### src/rtl/lpc_consts.vh
`ifndef LPC_CONSTS_VH
`define LPC_CONSTS_VH
// ********************
// Register offsets
// ********************
`define LPC_REG_RSVD 4'h0
`define LPC_REG_CONFIG 4'h1
`define LPC_REG_IRQ 4'h2
`define LPC_REG_NEAR_LT 4'h3
`define LPC_REG_NEAR_HT 4'h4
`define LPC_REG_LTH1 4'h5
`define LPC_REG_LTH2 4'h6
`define LPC_REG_LTH3 4'h7
`define LPC_REG_NEAR_DATA 4'h8
`define LPC_REG_LDATA_LO 4'h9
`define LPC_REG_LDATA_HI 4'hA
// ********************
// Field positions
// ********************
`define LPC_CFG_PROX_EN 7
`define LPC_CFG_SLP_HI 6
`define LPC_CFG_SLP_LO 4
`define LPC_CFG_DRIVE 3
`define LPC_CFG_LIGHT_EN 2
`define LPC_CFG_RANGE 1
`define LPC_CFG_SPECTRUM 0
`define LPC_IRQ_PFLAG 7
`define LPC_IRQ_PPRST_HI 6
`define LPC_IRQ_PPRST_LO 5
`define LPC_IRQ_LFLAG 3
`define LPC_IRQ_LPRST_HI 2
`define LPC_IRQ_LPRST_LO 1
`define LPC_IRQ_COMBINE 0
// ********************
// Reset values
// ********************
`define LPC_RST_CONFIG 8'h00
`define LPC_RST_IRQ 8'h00
`define LPC_RST_NEAR_LT 8'h00
`define LPC_RST_NEAR_HT 8'hFF
`define LPC_RST_LTH1 8'h00
`define LPC_RST_LTH2 8'hF0
`define LPC_RST_LTH3 8'hFF
// ********************
// Bus address, upper six bits
// ********************
`define LPC_I2C_ADDR_HI 6'h22
// ********************
// Timing
// ********************
`define LPC_CLK_PERIOD_NS 5
`define LPC_PROX_CONV_NS 540000
`define LPC_LED_ON_NS 100000
`define LPC_LIGHT_CONV_NS 100000000
`define LPC_SLEEP_BASE_NS 12500000
// Sleep time in multiples of the base
`define LPC_SLP_000 7'h40
`define LPC_SLP_001 7'h20
`define LPC_SLP_010 7'h10
`define LPC_SLP_011 7'h08
`define LPC_SLP_100 7'h06
`define LPC_SLP_101 7'h04
`define LPC_SLP_110 7'h01
`define LPC_SLP_111 7'h00
// Persistence targets
`define LPC_PRST_00 5'h01
`define LPC_PRST_01 5'h04
`define LPC_PRST_10 5'h08
`define LPC_PRST_11 5'h10
`endif

### src/rtl/lpc_persist.v
`timescale 1ns/1ps
`include "lpc_consts.vh"
module lpc_persist (
    // Clock and reset
    input wire clk,
    input wire rst_n,
    // Conversion outcome
    input wire sample,
    input wire trip,
    input wire [1:0] sel,
    // Event
    output reg event_hit
);
reg [4:0] count;
reg [4:0] target;
wire [4:0] count_inc;

assign count_inc = count + 5'h01;

// ********************
// Target count
// ********************
always @* begin
    case (sel)
        2'b00: target = `LPC_PRST_00;
        2'b01: target = `LPC_PRST_01;
        2'b10: target = `LPC_PRST_10;
        default: target = `LPC_PRST_11;
    endcase
end

// ********************
// Consecutive trip counter
// ********************
always @(posedge clk) begin
    if (!rst_n) begin
        count <= 5'h00;
        event_hit <= 1'b0;
    end else begin
        event_hit <= 1'b0;
        if (sample) begin
            if (trip) begin
                if (count_inc >= target) begin
                    event_hit <= 1'b1;
                    count <= 5'h00;
                end else begin
                    count <= count_inc;
                end
            end else begin
                count <= 5'h00;
            end
        end
    end
end
endmodule // lpc_persist

### src/rtl/lpc_regs.v
// Notes on behaviour
// - Prox enable, data 0.54ms later
// - Sleep code sets LED pulse gap
// - Drive bit: 110mA or 220mA
// - Light enable, result every 100ms
// - Range bit: low or high lux
// - Spectrum bit: visible or infrared
// - Prox flag sticky, cleared by zero
// - Prox persistence 1/4/8/16 trips
// - Light flag sticky, cleared by zero
// - Light persistence 1/4/8/16
// - Combine bit: either or both flags
// - Prox low threshold, reset 0x00
// - Prox high threshold, reset 0xFF
// - Light low threshold LSB, reset 0x00
// - Light threshold rest in next registers
// - Bus address 100010 plus select pin
`timescale 1ns/1ps
`include "lpc_consts.vh"
module lpc_regs #(
    parameter [27:0] PROX_CONV_CYC = `LPC_PROX_CONV_NS / `LPC_CLK_PERIOD_NS,
    parameter [27:0] LED_ON_CYC = `LPC_LED_ON_NS / `LPC_CLK_PERIOD_NS,
    parameter [27:0] LIGHT_CONV_CYC = `LPC_LIGHT_CONV_NS / `LPC_CLK_PERIOD_NS,
    parameter [27:0] SLEEP_BASE_CYC = `LPC_SLEEP_BASE_NS / `LPC_CLK_PERIOD_NS
) (
    // Clock and reset
    input wire clk,
    input wire rst_n,
    // Serial bus pins
    input wire scl_in,
    input wire sda_in,
    output reg sda_out,
    output reg sda_oe_n,
    input wire addr_select_pin,
    // Converter levels
    input wire [7:0] prox_adc,
    input wire [11:0] light_adc,
    // Sensor controls
    output reg led_driver_pin,
    output wire led_drive_strength,
    output wire light_sense_enable,
    output wire light_range_sel,
    output wire light_spectrum_sel,
    // Interrupt pin
    output reg int_n
);
localparam [2:0] S_IDLE = 3'h0;
localparam [2:0] S_ADDR = 3'h1;
localparam [2:0] S_AACK = 3'h2;
localparam [2:0] S_WDATA = 3'h3;
localparam [2:0] S_WACK = 3'h4;
localparam [2:0] S_RDATA = 3'h5;
localparam [2:0] S_RACK = 3'h6;
localparam [1:0] P_IDLE = 2'h0;
localparam [1:0] P_CONV = 2'h1;
localparam [1:0] P_SLEEP = 2'h2;

reg scl_m;
reg scl_s;
reg scl_d;
reg sda_m;
reg sda_s;
reg sda_d;
reg addr_m;
reg addr_s;
reg [2:0] state;
reg [3:0] bit_cnt;
reg [7:0] shreg;
reg [7:0] tx;
reg [3:0] ptr;
reg ptr_done;
reg rw;
reg nack;
reg wr_stb;
reg [3:0] wr_addr;
reg [7:0] wr_data;
reg [7:0] sensor_config;
reg [7:0] irq_control;
reg [7:0] near_low_threshold;
reg [7:0] near_high_threshold;
reg [7:0] light_low_threshold_lsb;
reg [7:0] light_threshold_mid;
reg [7:0] light_threshold_msb;
reg [7:0] near_result;
reg [11:0] light_result;
reg [7:0] rdata;
reg [1:0] pstate;
reg [27:0] pcnt;
reg [27:0] lcnt;
reg prox_done;
reg light_done;
reg prox_near;
reg [6:0] slp_mul;
wire scl_rise;
wire scl_fall;
wire start_cond;
wire stop_cond;
wire [34:0] slp_prod;
wire [27:0] slp_len;
wire [11:0] light_low_threshold;
wire [11:0] light_high_threshold;
wire prox_en;
wire prox_trip;
wire light_trip;
wire prox_event;
wire light_event;
wire flag_wr;
wire next_pflag;
wire next_lflag;

// ********************
// Pin synchronisers
// ********************
always @(posedge clk) begin
    if (!rst_n) begin
        scl_m <= 1'b1;
        scl_s <= 1'b1;
        scl_d <= 1'b1;
        sda_m <= 1'b1;
        sda_s <= 1'b1;
        sda_d <= 1'b1;
        addr_m <= 1'b0;
        addr_s <= 1'b0;
    end else begin
        scl_m <= scl_in;
        scl_s <= scl_m;
        scl_d <= scl_s;
        sda_m <= sda_in;
        sda_s <= sda_m;
        sda_d <= sda_s;
        addr_m <= addr_select_pin;
        addr_s <= addr_m;
    end
end

assign scl_rise = scl_s & ~scl_d;
assign scl_fall = ~scl_s & scl_d;
assign start_cond = scl_s & scl_d & sda_d & ~sda_s;
assign stop_cond = scl_s & scl_d & ~sda_d & sda_s;

// ********************
// Read data select
// ********************
always @* begin
    if (ptr == `LPC_REG_CONFIG) begin
        rdata = sensor_config;
    end else if (ptr == `LPC_REG_IRQ) begin
        rdata = irq_control;
    end else if (ptr == `LPC_REG_NEAR_LT) begin
        rdata = near_low_threshold;
    end else if (ptr == `LPC_REG_NEAR_HT) begin
        rdata = near_high_threshold;
    end else if (ptr == `LPC_REG_LTH1) begin
        rdata = light_low_threshold_lsb;
    end else if (ptr == `LPC_REG_LTH2) begin
        rdata = light_threshold_mid;
    end else if (ptr == `LPC_REG_LTH3) begin
        rdata = light_threshold_msb;
    end else if (ptr == `LPC_REG_NEAR_DATA) begin
        rdata = near_result;
    end else if (ptr == `LPC_REG_LDATA_LO) begin
        rdata = light_result[7:0];
    end else if (ptr == `LPC_REG_LDATA_HI) begin
        rdata = {4'h0, light_result[11:8]};
    end else begin
        rdata = 8'h00;
    end
end

// ********************
// Serial slave
// ********************
always @(posedge clk) begin
    if (!rst_n) begin
        state <= S_IDLE;
        bit_cnt <= 4'h0;
        shreg <= 8'h00;
        tx <= 8'h00;
        ptr <= 4'h0;
        ptr_done <= 1'b0;
        rw <= 1'b0;
        nack <= 1'b0;
        wr_stb <= 1'b0;
        wr_addr <= 4'h0;
        wr_data <= 8'h00;
        sda_out <= 1'b0;
        sda_oe_n <= 1'b1;
    end else begin
        wr_stb <= 1'b0;
        if (start_cond) begin
            state <= S_ADDR;
            bit_cnt <= 4'h0;
            ptr_done <= 1'b0;
            sda_oe_n <= 1'b1;
        end else if (stop_cond) begin
            state <= S_IDLE;
            sda_oe_n <= 1'b1;
        end else if (scl_rise) begin
            if (state == S_ADDR || state == S_WDATA) begin
                shreg <= {shreg[6:0], sda_s};
                bit_cnt <= bit_cnt + 4'h1;
            end else if (state == S_RACK) begin
                nack <= sda_s;
            end
        end else if (scl_fall) begin
            case (state)
                S_ADDR: begin
                    if (bit_cnt == 4'h8) begin
                        if (shreg[7:1] == {`LPC_I2C_ADDR_HI, addr_s}) begin
                            rw <= shreg[0];
                            sda_oe_n <= 1'b0;
                            state <= S_AACK;
                        end else begin
                            state <= S_IDLE;
                        end
                    end
                end
                S_AACK: begin
                    bit_cnt <= 4'h0;
                    if (rw) begin
                        tx <= rdata;
                        sda_oe_n <= rdata[7];
                        bit_cnt <= 4'h1;
                        state <= S_RDATA;
                    end else begin
                        sda_oe_n <= 1'b1;
                        state <= S_WDATA;
                    end
                end
                S_WDATA: begin
                    if (bit_cnt == 4'h8) begin
                        sda_oe_n <= 1'b0;
                        state <= S_WACK;
                        if (!ptr_done) begin
                            ptr <= shreg[3:0];
                            ptr_done <= 1'b1;
                        end else begin
                            wr_stb <= 1'b1;
                            wr_addr <= ptr;
                            wr_data <= shreg;
                            ptr <= ptr + 4'h1;
                        end
                    end
                end
                S_WACK: begin
                    sda_oe_n <= 1'b1;
                    bit_cnt <= 4'h0;
                    state <= S_WDATA;
                end
                S_RDATA: begin
                    if (bit_cnt == 4'h8) begin
                        sda_oe_n <= 1'b1;
                        ptr <= ptr + 4'h1;
                        state <= S_RACK;
                    end else begin
                        sda_oe_n <= tx[6];
                        tx <= {tx[6:0], 1'b0};
                        bit_cnt <= bit_cnt + 4'h1;
                    end
                end
                S_RACK: begin
                    if (nack) begin
                        state <= S_IDLE;
                    end else begin
                        tx <= rdata;
                        sda_oe_n <= rdata[7];
                        bit_cnt <= 4'h1;
                        state <= S_RDATA;
                    end
                end
                default: begin
                    sda_oe_n <= 1'b1;
                end
            endcase
        end
    end
end

// ********************
// Register file
// ********************
assign flag_wr = wr_stb && (wr_addr == `LPC_REG_IRQ);
assign next_pflag = prox_event |
    (irq_control[`LPC_IRQ_PFLAG] & ~(flag_wr & ~wr_data[`LPC_IRQ_PFLAG]));
assign next_lflag = light_event |
    (irq_control[`LPC_IRQ_LFLAG] & ~(flag_wr & ~wr_data[`LPC_IRQ_LFLAG]));

always @(posedge clk) begin
    if (!rst_n) begin
        sensor_config <= `LPC_RST_CONFIG;
        irq_control <= `LPC_RST_IRQ;
        near_low_threshold <= `LPC_RST_NEAR_LT;
        near_high_threshold <= `LPC_RST_NEAR_HT;
        light_low_threshold_lsb <= `LPC_RST_LTH1;
        light_threshold_mid <= `LPC_RST_LTH2;
        light_threshold_msb <= `LPC_RST_LTH3;
    end else begin
        irq_control[`LPC_IRQ_PFLAG] <= next_pflag;
        irq_control[`LPC_IRQ_LFLAG] <= next_lflag;
        if (wr_stb) begin
            if (wr_addr == `LPC_REG_CONFIG) begin
                sensor_config <= wr_data;
            end else if (wr_addr == `LPC_REG_IRQ) begin
                irq_control[6:4] <= wr_data[6:4];
                irq_control[2:0] <= wr_data[2:0];
            end else if (wr_addr == `LPC_REG_NEAR_LT) begin
                near_low_threshold <= wr_data;
            end else if (wr_addr == `LPC_REG_NEAR_HT) begin
                near_high_threshold <= wr_data;
            end else if (wr_addr == `LPC_REG_LTH1) begin
                light_low_threshold_lsb <= wr_data;
            end else if (wr_addr == `LPC_REG_LTH2) begin
                light_threshold_mid <= wr_data;
            end else if (wr_addr == `LPC_REG_LTH3) begin
                light_threshold_msb <= wr_data;
            end
        end
    end
end

assign prox_en = sensor_config[`LPC_CFG_PROX_EN];
assign led_drive_strength = sensor_config[`LPC_CFG_DRIVE];
assign light_sense_enable = sensor_config[`LPC_CFG_LIGHT_EN];
assign light_range_sel = sensor_config[`LPC_CFG_RANGE];
assign light_spectrum_sel = sensor_config[`LPC_CFG_SPECTRUM];
assign light_low_threshold = {light_threshold_mid[3:0], light_low_threshold_lsb};
assign light_high_threshold = {light_threshold_msb, light_threshold_mid[7:4]};

// ********************
// Proximity timing
// ********************
always @* begin
    case (sensor_config[`LPC_CFG_SLP_HI:`LPC_CFG_SLP_LO])
        3'b000: slp_mul = `LPC_SLP_000;
        3'b001: slp_mul = `LPC_SLP_001;
        3'b010: slp_mul = `LPC_SLP_010;
        3'b011: slp_mul = `LPC_SLP_011;
        3'b100: slp_mul = `LPC_SLP_100;
        3'b101: slp_mul = `LPC_SLP_101;
        3'b110: slp_mul = `LPC_SLP_110;
        default: slp_mul = `LPC_SLP_111;
    endcase
end

assign slp_prod = SLEEP_BASE_CYC * slp_mul;
assign slp_len = slp_prod[27:0];

always @(posedge clk) begin
    if (!rst_n) begin
        pstate <= P_IDLE;
        pcnt <= 28'h0;
        led_driver_pin <= 1'b0;
        prox_done <= 1'b0;
        near_result <= 8'h00;
    end else begin
        prox_done <= 1'b0;
        if (!prox_en) begin
            pstate <= P_IDLE;
            pcnt <= 28'h0;
            led_driver_pin <= 1'b0;
        end else begin
            case (pstate)
                P_IDLE: begin
                    pstate <= P_CONV;
                    pcnt <= 28'h0;
                    led_driver_pin <= 1'b1;
                end
                P_CONV: begin
                    pcnt <= pcnt + 28'h1;
                    if (pcnt == LED_ON_CYC - 28'h1) begin
                        led_driver_pin <= 1'b0;
                    end
                    if (pcnt == PROX_CONV_CYC - 28'h1) begin
                        near_result <= prox_adc;
                        prox_done <= 1'b1;
                        pcnt <= 28'h0;
                        if (slp_len == 28'h0) begin
                            led_driver_pin <= 1'b1;
                        end else begin
                            pstate <= P_SLEEP;
                        end
                    end
                end
                P_SLEEP: begin
                    pcnt <= pcnt + 28'h1;
                    if (pcnt + 28'h1 >= slp_len) begin
                        pcnt <= 28'h0;
                        led_driver_pin <= 1'b1;
                        pstate <= P_CONV;
                    end
                end
                default: begin
                    pstate <= P_IDLE;
                end
            endcase
        end
    end
end

// ********************
// Light timing
// ********************
always @(posedge clk) begin
    if (!rst_n) begin
        lcnt <= 28'h0;
        light_done <= 1'b0;
        light_result <= 12'h000;
    end else begin
        light_done <= 1'b0;
        if (!light_sense_enable) begin
            lcnt <= 28'h0;
        end else if (lcnt == LIGHT_CONV_CYC - 28'h1) begin
            lcnt <= 28'h0;
            light_result <= light_adc;
            light_done <= 1'b1;
        end else begin
            lcnt <= lcnt + 28'h1;
        end
    end
end

// ********************
// Threshold compare
// ********************
assign prox_trip = (near_result > near_high_threshold) & ~prox_near;
assign light_trip = (light_result < light_low_threshold) |
    (light_result > light_high_threshold);

always @(posedge clk) begin
    if (!rst_n) begin
        prox_near <= 1'b0;
    end else if (prox_event) begin
        prox_near <= 1'b1;
    end else if (prox_done && near_result < near_low_threshold) begin
        prox_near <= 1'b0;
    end
end

lpc_persist u_prox_persist (
    .clk(clk),
    .rst_n(rst_n),
    .sample(prox_done),
    .trip(prox_trip),
    .sel(irq_control[`LPC_IRQ_PPRST_HI:`LPC_IRQ_PPRST_LO]),
    .event_hit(prox_event)
);

lpc_persist u_light_persist (
    .clk(clk),
    .rst_n(rst_n),
    .sample(light_done),
    .trip(light_trip),
    .sel(irq_control[`LPC_IRQ_LPRST_HI:`LPC_IRQ_LPRST_LO]),
    .event_hit(light_event)
);

// ********************
// Interrupt pin
// ********************
always @(posedge clk) begin
    if (!rst_n) begin
        int_n <= 1'b1;
    end else if (irq_control[`LPC_IRQ_COMBINE]) begin
        int_n <= ~(irq_control[`LPC_IRQ_PFLAG] & irq_control[`LPC_IRQ_LFLAG]);
    end else begin
        int_n <= ~(irq_control[`LPC_IRQ_PFLAG] | irq_control[`LPC_IRQ_LFLAG]);
    end
end
endmodule // lpc_regs

### config.mk
export PLATFORM = sky130hd
export DESIGN_NAME = lpc_regs
export DESIGN_NICKNAME = d
export VERILOG_FILES = /design/src/rtl/lpc_persist.v /design/src/rtl/lpc_regs.v
export VERILOG_INCLUDE_DIRS = /design/src /design/src/rtl
export SDC_FILE = /design/constraint.sdc
export NUM_CORES = 1
export LEC_CHECK = 0
export BUFFER_PORTS_ARGS = -buffer_cell sky130_fd_sc_hd__buf_2
export CAP_MARGIN = 20
export CORE_ASPECT_RATIO = 0.6
export CORE_MARGIN = 8
export CORE_UTILIZATION = 46
export CTS_CLUSTER_DIAMETER = 200
export CTS_CLUSTER_SIZE = 25
export DETAILED_ROUTE_END_ITERATION = 6
export GPL_ROUTABILITY_DRIVEN = 0
export PLACE_DENSITY_LB_ADDON = 0.2
export SKIP_CTS_REPAIR_TIMING = 1
export SKIP_LAST_GASP = 1
export SYNTH_ARGS = -nofsm -noshare
export SYNTH_HDL_FRONTEND = slang
export SYNTH_SLANG_ARGS = --single-unit
### constraint.sdc
create_clock -name clk -period 11 [get_ports clk]
set_clock_uncertainty 0.1 [all_clocks]
set_input_delay 1.1 -clock clk [delete_from_list [all_inputs] [get_ports clk]]
set_output_delay 1.1 -clock clk [all_outputs]
set_load 0.005 [all_outputs]
==> impl_metrics.sql, run 1 <==
INSERT INTO impl_metrics (metric_group, metric, value, unit) VALUES
('floorplanning', 'floorplan.die_area', '34900', 'um2'),
('clocking', 'maximum_clock_path_buffer_count', '3', ''),
('logic_synthesis', 'post_synth_main_area_contributors', 'sky130_fd_sc_hd__dfxtp_1 (30%), sky130_fd_sc_hd__ha_1 (13%), sky130_fd_sc_hd__mux2i_1 (6.2%)', ''),
('status', 'result_of_the_run', 'finished with violations', ''),
('detailed_routing', 'drt_iter0_drc', '1299', ''),
('pwr', 'power_switching_share', '22.9', '%'),
('logic_synthesis', 'post_synthesis_register_bit_count', '202', ''),
('clocking', 'clk-insertion-delay-late', '0.48', 'ns'),
('floorplanning', 'core-area', '28600', 'um2'),
('grt', 'gr-total-overflow', '0', ''),
('sta', 'final.hold.worst_slack', '0.322', 'ns'),
('critical_path', 'worst-setup-path-type', 'reg -> reg', ''),
('sta', 'rsz_0062_raised_after_global_routing', 'no', ''),
('logic_synthesis', 'synthDistinctLibCells', '73', ''),
('pwr', 'powerDensity', '88.7', 'nW/um2'),
('detailed_routing', 'first_pass_iters', '7', ''),
('flow_run', 'cap_viol_max_count', '0', ''),
('detailed_routing', 'routed_wl', '36000', 'um'),
('hold_path', 'min-delay-start', 'scl_m$_SDFF_PN1_', ''),
('clocking', 'clk_pin_slew', '0.11', 'ns'),
('critical_path', 'endpoint_kind', 'flop', ''),
('finish', 'drive_above_1_share', '4.71', '%'),
('detailed_routing', 'final_antenna_net_count', '0', ''),
('logic_synthesis', 'synth_async_sr_flop_share', '0', '%'),
('sta', 'finalWorstPathRequiredPeriod', '7.50', 'ns'),
('sta', 'fin_tns_setup', '0', 'ns'),
('clocking', 'clock_tree.htree_level_count', '1', ''),
('floorplanning', 'boundaryPins', '33', ''),
('grt', 'global_route_wire_length_before_repair', '57200', 'um'),
('critical_path', 'reg2regPathDepth', '22', ''),
('clocking', 'clock-root-buffer', 'sky130_fd_sc_hd__clkbuf_16', ''),
('logic_synthesis', 'post-synth-top-area-cell', 'sky130_fd_sc_hd__dfxtp_1', ''),
('logic_synthesis', 'mappedNetlistArea', '13400', 'um2'),
('grt', 'largest_net_degree_at_the_start_of_global_routing', '73', ''),
('finish', 'multi_input_comb_area', '8630', 'um2'),
('logic_synthesis', 'yosysWarnings', '0', ''),
('finish', 'layout_common_cells', 'sky130_fd_sc_hd__dfxtp_1 (202), sky130_fd_sc_hd__nand2_1 (145), sky130_fd_sc_hd__ha_1 (144)', ''),
('critical_path', 'timing.rr.end', 'pcnt[9]$_SDFFE_PN0P_', ''),
('detailed_routing', 'vias_per_cell', '5.74', ''),
('critical_path', 'reg2reg_slack', '3.50', 'ns'),
('pwr', 'share_clk_of_total_power', '38.9', '%'),
('hold_path', 'hold-path-cell-count', '1', ''),
('detailed_routing', 'post-route-drc-count', '11', ''),
('grt', 'track_usage', '20.0', '%'),
('finish', 'fillerInstances', '2734', ''),
('sta', 'hold_violations', '0', ''),
('status', 'failed_checks', 'DRC', ''),
('grt', 'antenna_violations_before_repair', '0', ''),
('finish', 'n_antenna_cell', '0', ''),
('finish', 'design_area', '14100', 'um2'),
('detailed_routing', 'vias', '11200', ''),
('critical_path', 'worstSetupStartpoint', 'sensor_config[6]$_SDFFE_PN0P_', ''),
('critical_path', 'required_time_reported_for_the_critical_path_endpoint', '11.34', 'ns'),
('clocking', 'tritoncts', 'built', ''),
('floorplanning', 'starting_utilization_of_the_core_area', '46.6', '%'),
('sta', 'relSlewSlack', '26.4', '%'),
('logic_synthesis', 'synth_flop_cell', 'sky130_fd_sc_hd__dfxtp_1', ''),
('detailed_routing', 'average_wire_length_per_cell_after_detail_routing', '18.5', 'um'),
('sta', 'finalSetupViolCount', '0', ''),
('sta', 'maxSlewViolCount', '0', ''),
('critical_path', 'critPathMaxFanout', '15', ''),
('logic_synthesis', 'synth_enable_flop_cells', '0', ''),
('sta', 'worst-slew-pin-transition', '1.10', 'ns'),
('floorplanning', 'dieWidth', '236', 'um'),
('critical_path', 'worst_ep_arrival_time', '7.83', 'ns'),
('floorplanning', 'chipHeight', '148', 'um'),
('pwr', 'p_switching', '286', 'uW'),
('grt', 'number_of_global_route_vias_before_repair', '10200', ''),
('finish', 'fin_nets', '1751', ''),
('placed_design', 'portbufs', '31', ''),
('finish', 'final_common_cell', 'sky130_fd_sc_hd__dfxtp_1', '');
==> critical path, stage by stage (launching register included) <==
cell	delay [ns]
sky130_fd_sc_hd__dfxtp_1	0.44
sky130_fd_sc_hd__nor2_1	0.34
sky130_fd_sc_hd__and2_1	0.34
sky130_fd_sc_hd__ha_1	0.31
sky130_fd_sc_hd__fa_1	0.48
sky130_fd_sc_hd__fa_1	0.45
sky130_fd_sc_hd__fa_1	0.45
sky130_fd_sc_hd__ha_1	0.37
sky130_fd_sc_hd__o21ai_0	0.15
sky130_fd_sc_hd__a22oi_1	0.29
sky130_fd_sc_hd__nand4_1	0.28
sky130_fd_sc_hd__a21boi_0	0.21
sky130_fd_sc_hd__o21ai_0	0.11
sky130_fd_sc_hd__xnor2_1	0.23
sky130_fd_sc_hd__ha_1	0.28
sky130_fd_sc_hd__a21o_1	0.16
sky130_fd_sc_hd__a21o_1	0.16
sky130_fd_sc_hd__a2111oi_0	0.47
sky130_fd_sc_hd__o21ai_1	0.19
sky130_fd_sc_hd__o22ai_2	0.53
sky130_fd_sc_hd__nand2_2	0.27
sky130_fd_sc_hd__nor2_2	0.57
sky130_fd_sc_hd__a22o_1	0.25
==> layer usage <==
layer  up-vias  global-route usage, %  wire length, um
li1       5536                      -                -
met1      5234                   33.5            20000
met2       371                   24.5            12400
met3        27                   4.67             3210
met4         0                   2.91              419
met5         -                      0                0
==> worst max path at each step <==
stage	to	cells past startpoint
finish	pcnt[9]$_SDFFE_PN0P_	22
global route	pcnt[24]$_SDFFE_PN0P_	23
CTS	pcnt[9]$_SDFFE_PN0P_	22
detailed placement	pcnt[9]$_SDFFE_PN0P_	22
global placement	pcnt[18]$_SDFFE_PN0P_	22
floorplan	pcnt[10]$_SDFFE_PN0P_	25
==> flip-flops by register name, indices dropped and copies added (netlist names), 7 cells and up <==
signal,flops
lcnt,28
pcnt,28
light_result,12
irq_control,8
light_low_threshold_lsb,8
light_threshold_mid,8
light_threshold_msb,8
near_high_threshold,8
near_low_threshold,8
near_result,8
sensor_config,8
shreg,8
wr_data,8
tx,7
==> synth_stat cells, drive strengths merged (29+ instances only) <==
cell,instances
xor2,34
nand3,49
nor3,29
nand2b,32
clkbuf,64
dfxtp,202
o21ai,71
inv,99
mux2i,83
ha,144
xnor2,39
nor2,119
nor2b,90
nand2,146
a21oi,58
==> metrics by stage <==
step                      std cells  power [mW]  utilization, %  setup slack [ns]
after floorplan                1594       0.770               -              4.56
after global placement         1931       0.780            47.9              3.88
after detailed placement       1931       0.780            47.9              3.63
after CTS                      1945        1.26            49.1              3.62
after global routing           1946        1.29            49.2              2.90
final                          1946        1.25            49.2              3.50
==> power groups by stage <==
stage	combinational (mW)	sequential (mW)	clock, mW
detailed placement	0.0284	0.752	0
floorplan	0.0199	0.750	0
global placement	0.0282	0.752	0
global route	0.0312	0.736	0.524
finish	0.0283	0.735	0.486
CTS	0.0284	0.735	0.501
==> cell type report <==
| class | instances | share of cell area, % |
|---|---|---|
| Sequential cell | 202 | 28.7 |
| Clock inverter | 1 | 0.213 |
| Clock buffer | 13 | 2.31 |
| Timing Repair Buffer | 39 | 1.53 |
| Inverter | 99 | 2.64 |
| Tap cell | 375 | 3.33 |
| Multi-Input combinational cell | 1217 | 61.3 |
==> cells by family (layout without fill, tap and decap cells) <==
family,Yosys count,after routing,share of synthesized area [%]
fa+ha+maj,155,155,15.1
compound gates,309,309,15.5
mux,83,83,6.22
buf+inv,175,152,5.20
xor+xnor,73,73,4.79
flops,202,202,30.3
simple gates,594,594,22.9
other cells,1,3,0.0281
(Power assumes the default switching activity.)
==> run 2: changes to the inputs <==
Clock period 11 ns to 6.7 ns, I/O delays scaled along.
==> run 2 against run 1 <==
  * Critical path type unchanged
  * Combinational power rose by 68%
  * Critical endpoint is now pcnt[5]$_SDFFE_PN0P_
  * Sequential cell count stayed put
  * Critical path depth did not move
  * Final cell count rose by 0.67%
  * Sequential share of layout area is 0.31 points lower
  * Sequential power up 65%
  * The run now ends clean
  * Global-route usage up 0.59 points
==> impl_metrics.sql, run 2 (same netlist as run 1, synthesis figures left out) <==
INSERT INTO impl_metrics (metric_group, metric, value, unit) VALUES
('pwr', 'powerDensity', '144', 'nW/um2'),
('finish', 'final_common_cell', 'sky130_fd_sc_hd__dfxtp_1', ''),
('grt', 'gr-total-overflow', '0', ''),
('critical_path', 'worst_ep_arrival_time', '6.85', 'ns'),
('sta', 'relSlewSlack', '29.3', '%'),
('clocking', 'cts_inserted_buffers', '12', ''),
('detailed_routing', 'post-route-drc-count', '0', ''),
('sta', 'finalSetupViolCount', '0', ''),
('finish', 'drive_above_1_share', '6.12', '%'),
('finish', 'fin_nets', '1764', ''),
('critical_path', 'startpoint_type', 'flop', ''),
('critical_path', 'endpoint_kind', 'flop', ''),
('grt', 'track_usage', '20.6', '%'),
('sta', 'hold_violations', '0', ''),
('floorplanning', 'floorplan.die_area', '34900', 'um2'),
('finish', 'design_area', '14300', 'um2'),
('grt', 'global_route_wire_length_before_repair', '58700', 'um'),
('detailed_routing', 'average_wire_length_per_cell_after_detail_routing', '18.8', 'um'),
('detailed_routing', 'vias_per_cell', '5.80', ''),
('floorplanning', 'core-area', '28600', 'um2'),
('finish', 'n_antenna_cell', '0', ''),
('pwr', 'peakVddDrop', '225', 'uV'),
('clocking', 'maximum_clock_path_buffer_count', '3', ''),
('grt', 'number_of_global_route_vias_before_repair', '10400', ''),
('finish', 'top_regs', 'lcnt: 28 flops, pcnt: 28 flops, light_result: 12 flops', ''),
('critical_path', 'required_time_reported_for_the_critical_path_endpoint', '7.06', 'ns'),
('sta', 'worst-slew-pin-transition', '1.05', 'ns'),
('placed_design', 'portbufs', '31', ''),
('critical_path', 'worst-setup-path-type', 'reg -> reg', ''),
('finish', 'fillerInstances', '2665', ''),
('grt', 'antenna_violations_before_repair', '0', ''),
('detailed_routing', 'routed_wl', '36900', 'um'),
('floorplanning', 'dieWidth', '236', 'um'),
('floorplanning', 'starting_utilization_of_the_core_area', '46.6', '%'),
('status', 'result_of_the_run', 'finished, final reports clean', ''),
('pwr', 'p_leak', '6.07', 'nW'),
('placed_design', 'dpl_cell_area', '13800', 'um2'),
('finish', 'post_layout_nonfiller_instances', '1959', ''),
('sta', 'fin_crit_sh', '96.9', '%'),
('clocking', 'clk-insertion-delay-late', '0.51', 'ns'),
('sta', 'finalWorstPathRequiredPeriod', '6.49', 'ns'),
('placed_design', 'detailedPlacementHpwl', '28400', 'um'),
('placed_design', 'placed_cells', '1940', ''),
('sta', 'maxSlewViolCount', '0', ''),
('sta', 'final.hold.worst_slack', '0.264', 'ns'),
('clocking', 'clk_pin_slew', '0.11', 'ns'),
('detailed_routing', 'drt_iter0_drc', '1333', ''),
('finish', 'area_growth_syn_to_layout', '6.74', '%'),
('sta', 'fin_tns_setup', '0', 'ns'),
('hold_path', 'worstHoldPathType', 'in -> reg', ''),
('sta', 'maximum_clock_frequency', '154', 'MHz'),
('detailed_routing', 'first_pass_iters', '6', ''),
('detailed_routing', 'final_antenna_net_count', '0', ''),
('flow_run', 'cap_viol_max_count', '0', ''),
('clocking', 'tritoncts', 'built', ''),
('clocking', 'clock-root-buffer', 'sky130_fd_sc_hd__clkbuf_16', ''),
('clocking', 'clock_tree.htree_level_count', '1', ''),
('critical_path', 'critPathMaxFanout', '9', ''),
('detailed_routing', 'vias', '11400', ''),
('floorplanning', 'boundaryPins', '33', ''),
('grt', 'largest_net_degree_at_the_start_of_global_routing', '77', ''),
('finish', 'layout_common_cells', 'sky130_fd_sc_hd__dfxtp_1 (199), sky130_fd_sc_hd__nand2_1 (145), sky130_fd_sc_hd__ha_1 (144)', ''),
('floorplanning', 'core.rowCount', '48', ''),
('clocking', 'tritoncts_num_sinks', '202', ''),
('floorplanning', 'chipHeight', '148', 'um');
-- run 2: critical path, stage by stage, from the launching register on --
cell	delay (ns)
sky130_fd_sc_hd__dfxtp_2	0.43
sky130_fd_sc_hd__nor3b_2	0.27
sky130_fd_sc_hd__ha_1	0.31
sky130_fd_sc_hd__fa_1	0.48
sky130_fd_sc_hd__fa_1	0.45
sky130_fd_sc_hd__fa_1	0.45
sky130_fd_sc_hd__ha_1	0.37
sky130_fd_sc_hd__o21ai_0	0.18
sky130_fd_sc_hd__a22oi_2	0.25
sky130_fd_sc_hd__nand4_1	0.24
sky130_fd_sc_hd__a21boi_0	0.21
sky130_fd_sc_hd__o21ai_0	0.11
sky130_fd_sc_hd__xnor2_1	0.29
sky130_fd_sc_hd__ha_1	0.31
sky130_fd_sc_hd__a21o_1	0.16
sky130_fd_sc_hd__a21o_1	0.18
sky130_fd_sc_hd__a2111oi_2	0.41
sky130_fd_sc_hd__o21ai_1	0.19
sky130_fd_sc_hd__o22ai_4	0.38
sky130_fd_sc_hd__nand2_2	0.13
sky130_fd_sc_hd__buf_4	0.20
sky130_fd_sc_hd__o21ai_0	0.17
sky130_fd_sc_hd__a22o_1	0.15
-- run 2: final cells by class --
cell class / count / area [um2] / area share [%]
multi-input cells: 1218 / 8690 / 61.0
flip-flops and latches: 202 / 4050 / 28.4
well taps: 375 / 469 / 3.29
inverters: 99 / 372 / 2.61
clock buffers: 13 / 325 / 2.28
repair buffers: 51 / 320 / 2.25
clock inverters: 1 / 30.0 / 0.211
-- run 2: metrics by stage --
stage          util [%]  setup WS, ns  total power, mW
6_report           49.8         0.211             2.05
5_1_grt            49.8       -0.0697             2.12
4_1_cts            49.4        -0.237             2.08
3_5_place_dp       48.1        -0.221             1.28
3_3_place_gp       48.1         0.145             1.28
2_1_floorplan         -         0.265             1.26
-- run 2: path summary, 6_finish.rpt --
kind / start / end / slack (ns) / cells past startpoint
max: sensor_config[4]$_SDFFE_PN0P_ / pcnt[5]$_SDFFE_PN0P_ / 0.21 / 22
min: sda_in / sda_m$_SDFF_PN1_ / 0.26 / 2
max reg2reg: sensor_config[4]$_SDFFE_PN0P_ / pcnt[5]$_SDFFE_PN0P_ / 0.21 / 22
min reg2reg: scl_m$_SDFF_PN1_ / scl_s$_SDFF_PN1_ / 0.32 / 1
-- run 2: where the power goes --
part | total, mW | switching, mW | internal, mW
Combinational | 0.0476 | 0.0271 | 0.0205
Sequential | 1.21 | 0.00403 | 1.20
Clock | 0.800 | 0.441 | 0.358
-- run 2: per-layer routing --
layer	vias up	wire, um	track usage [%]
met1	5355	19800	34.1
met5	-	0	0
met3	32	4070	5.67
li1	5553	-	-
met4	0	492	3.28
met2	425	12500	24.9
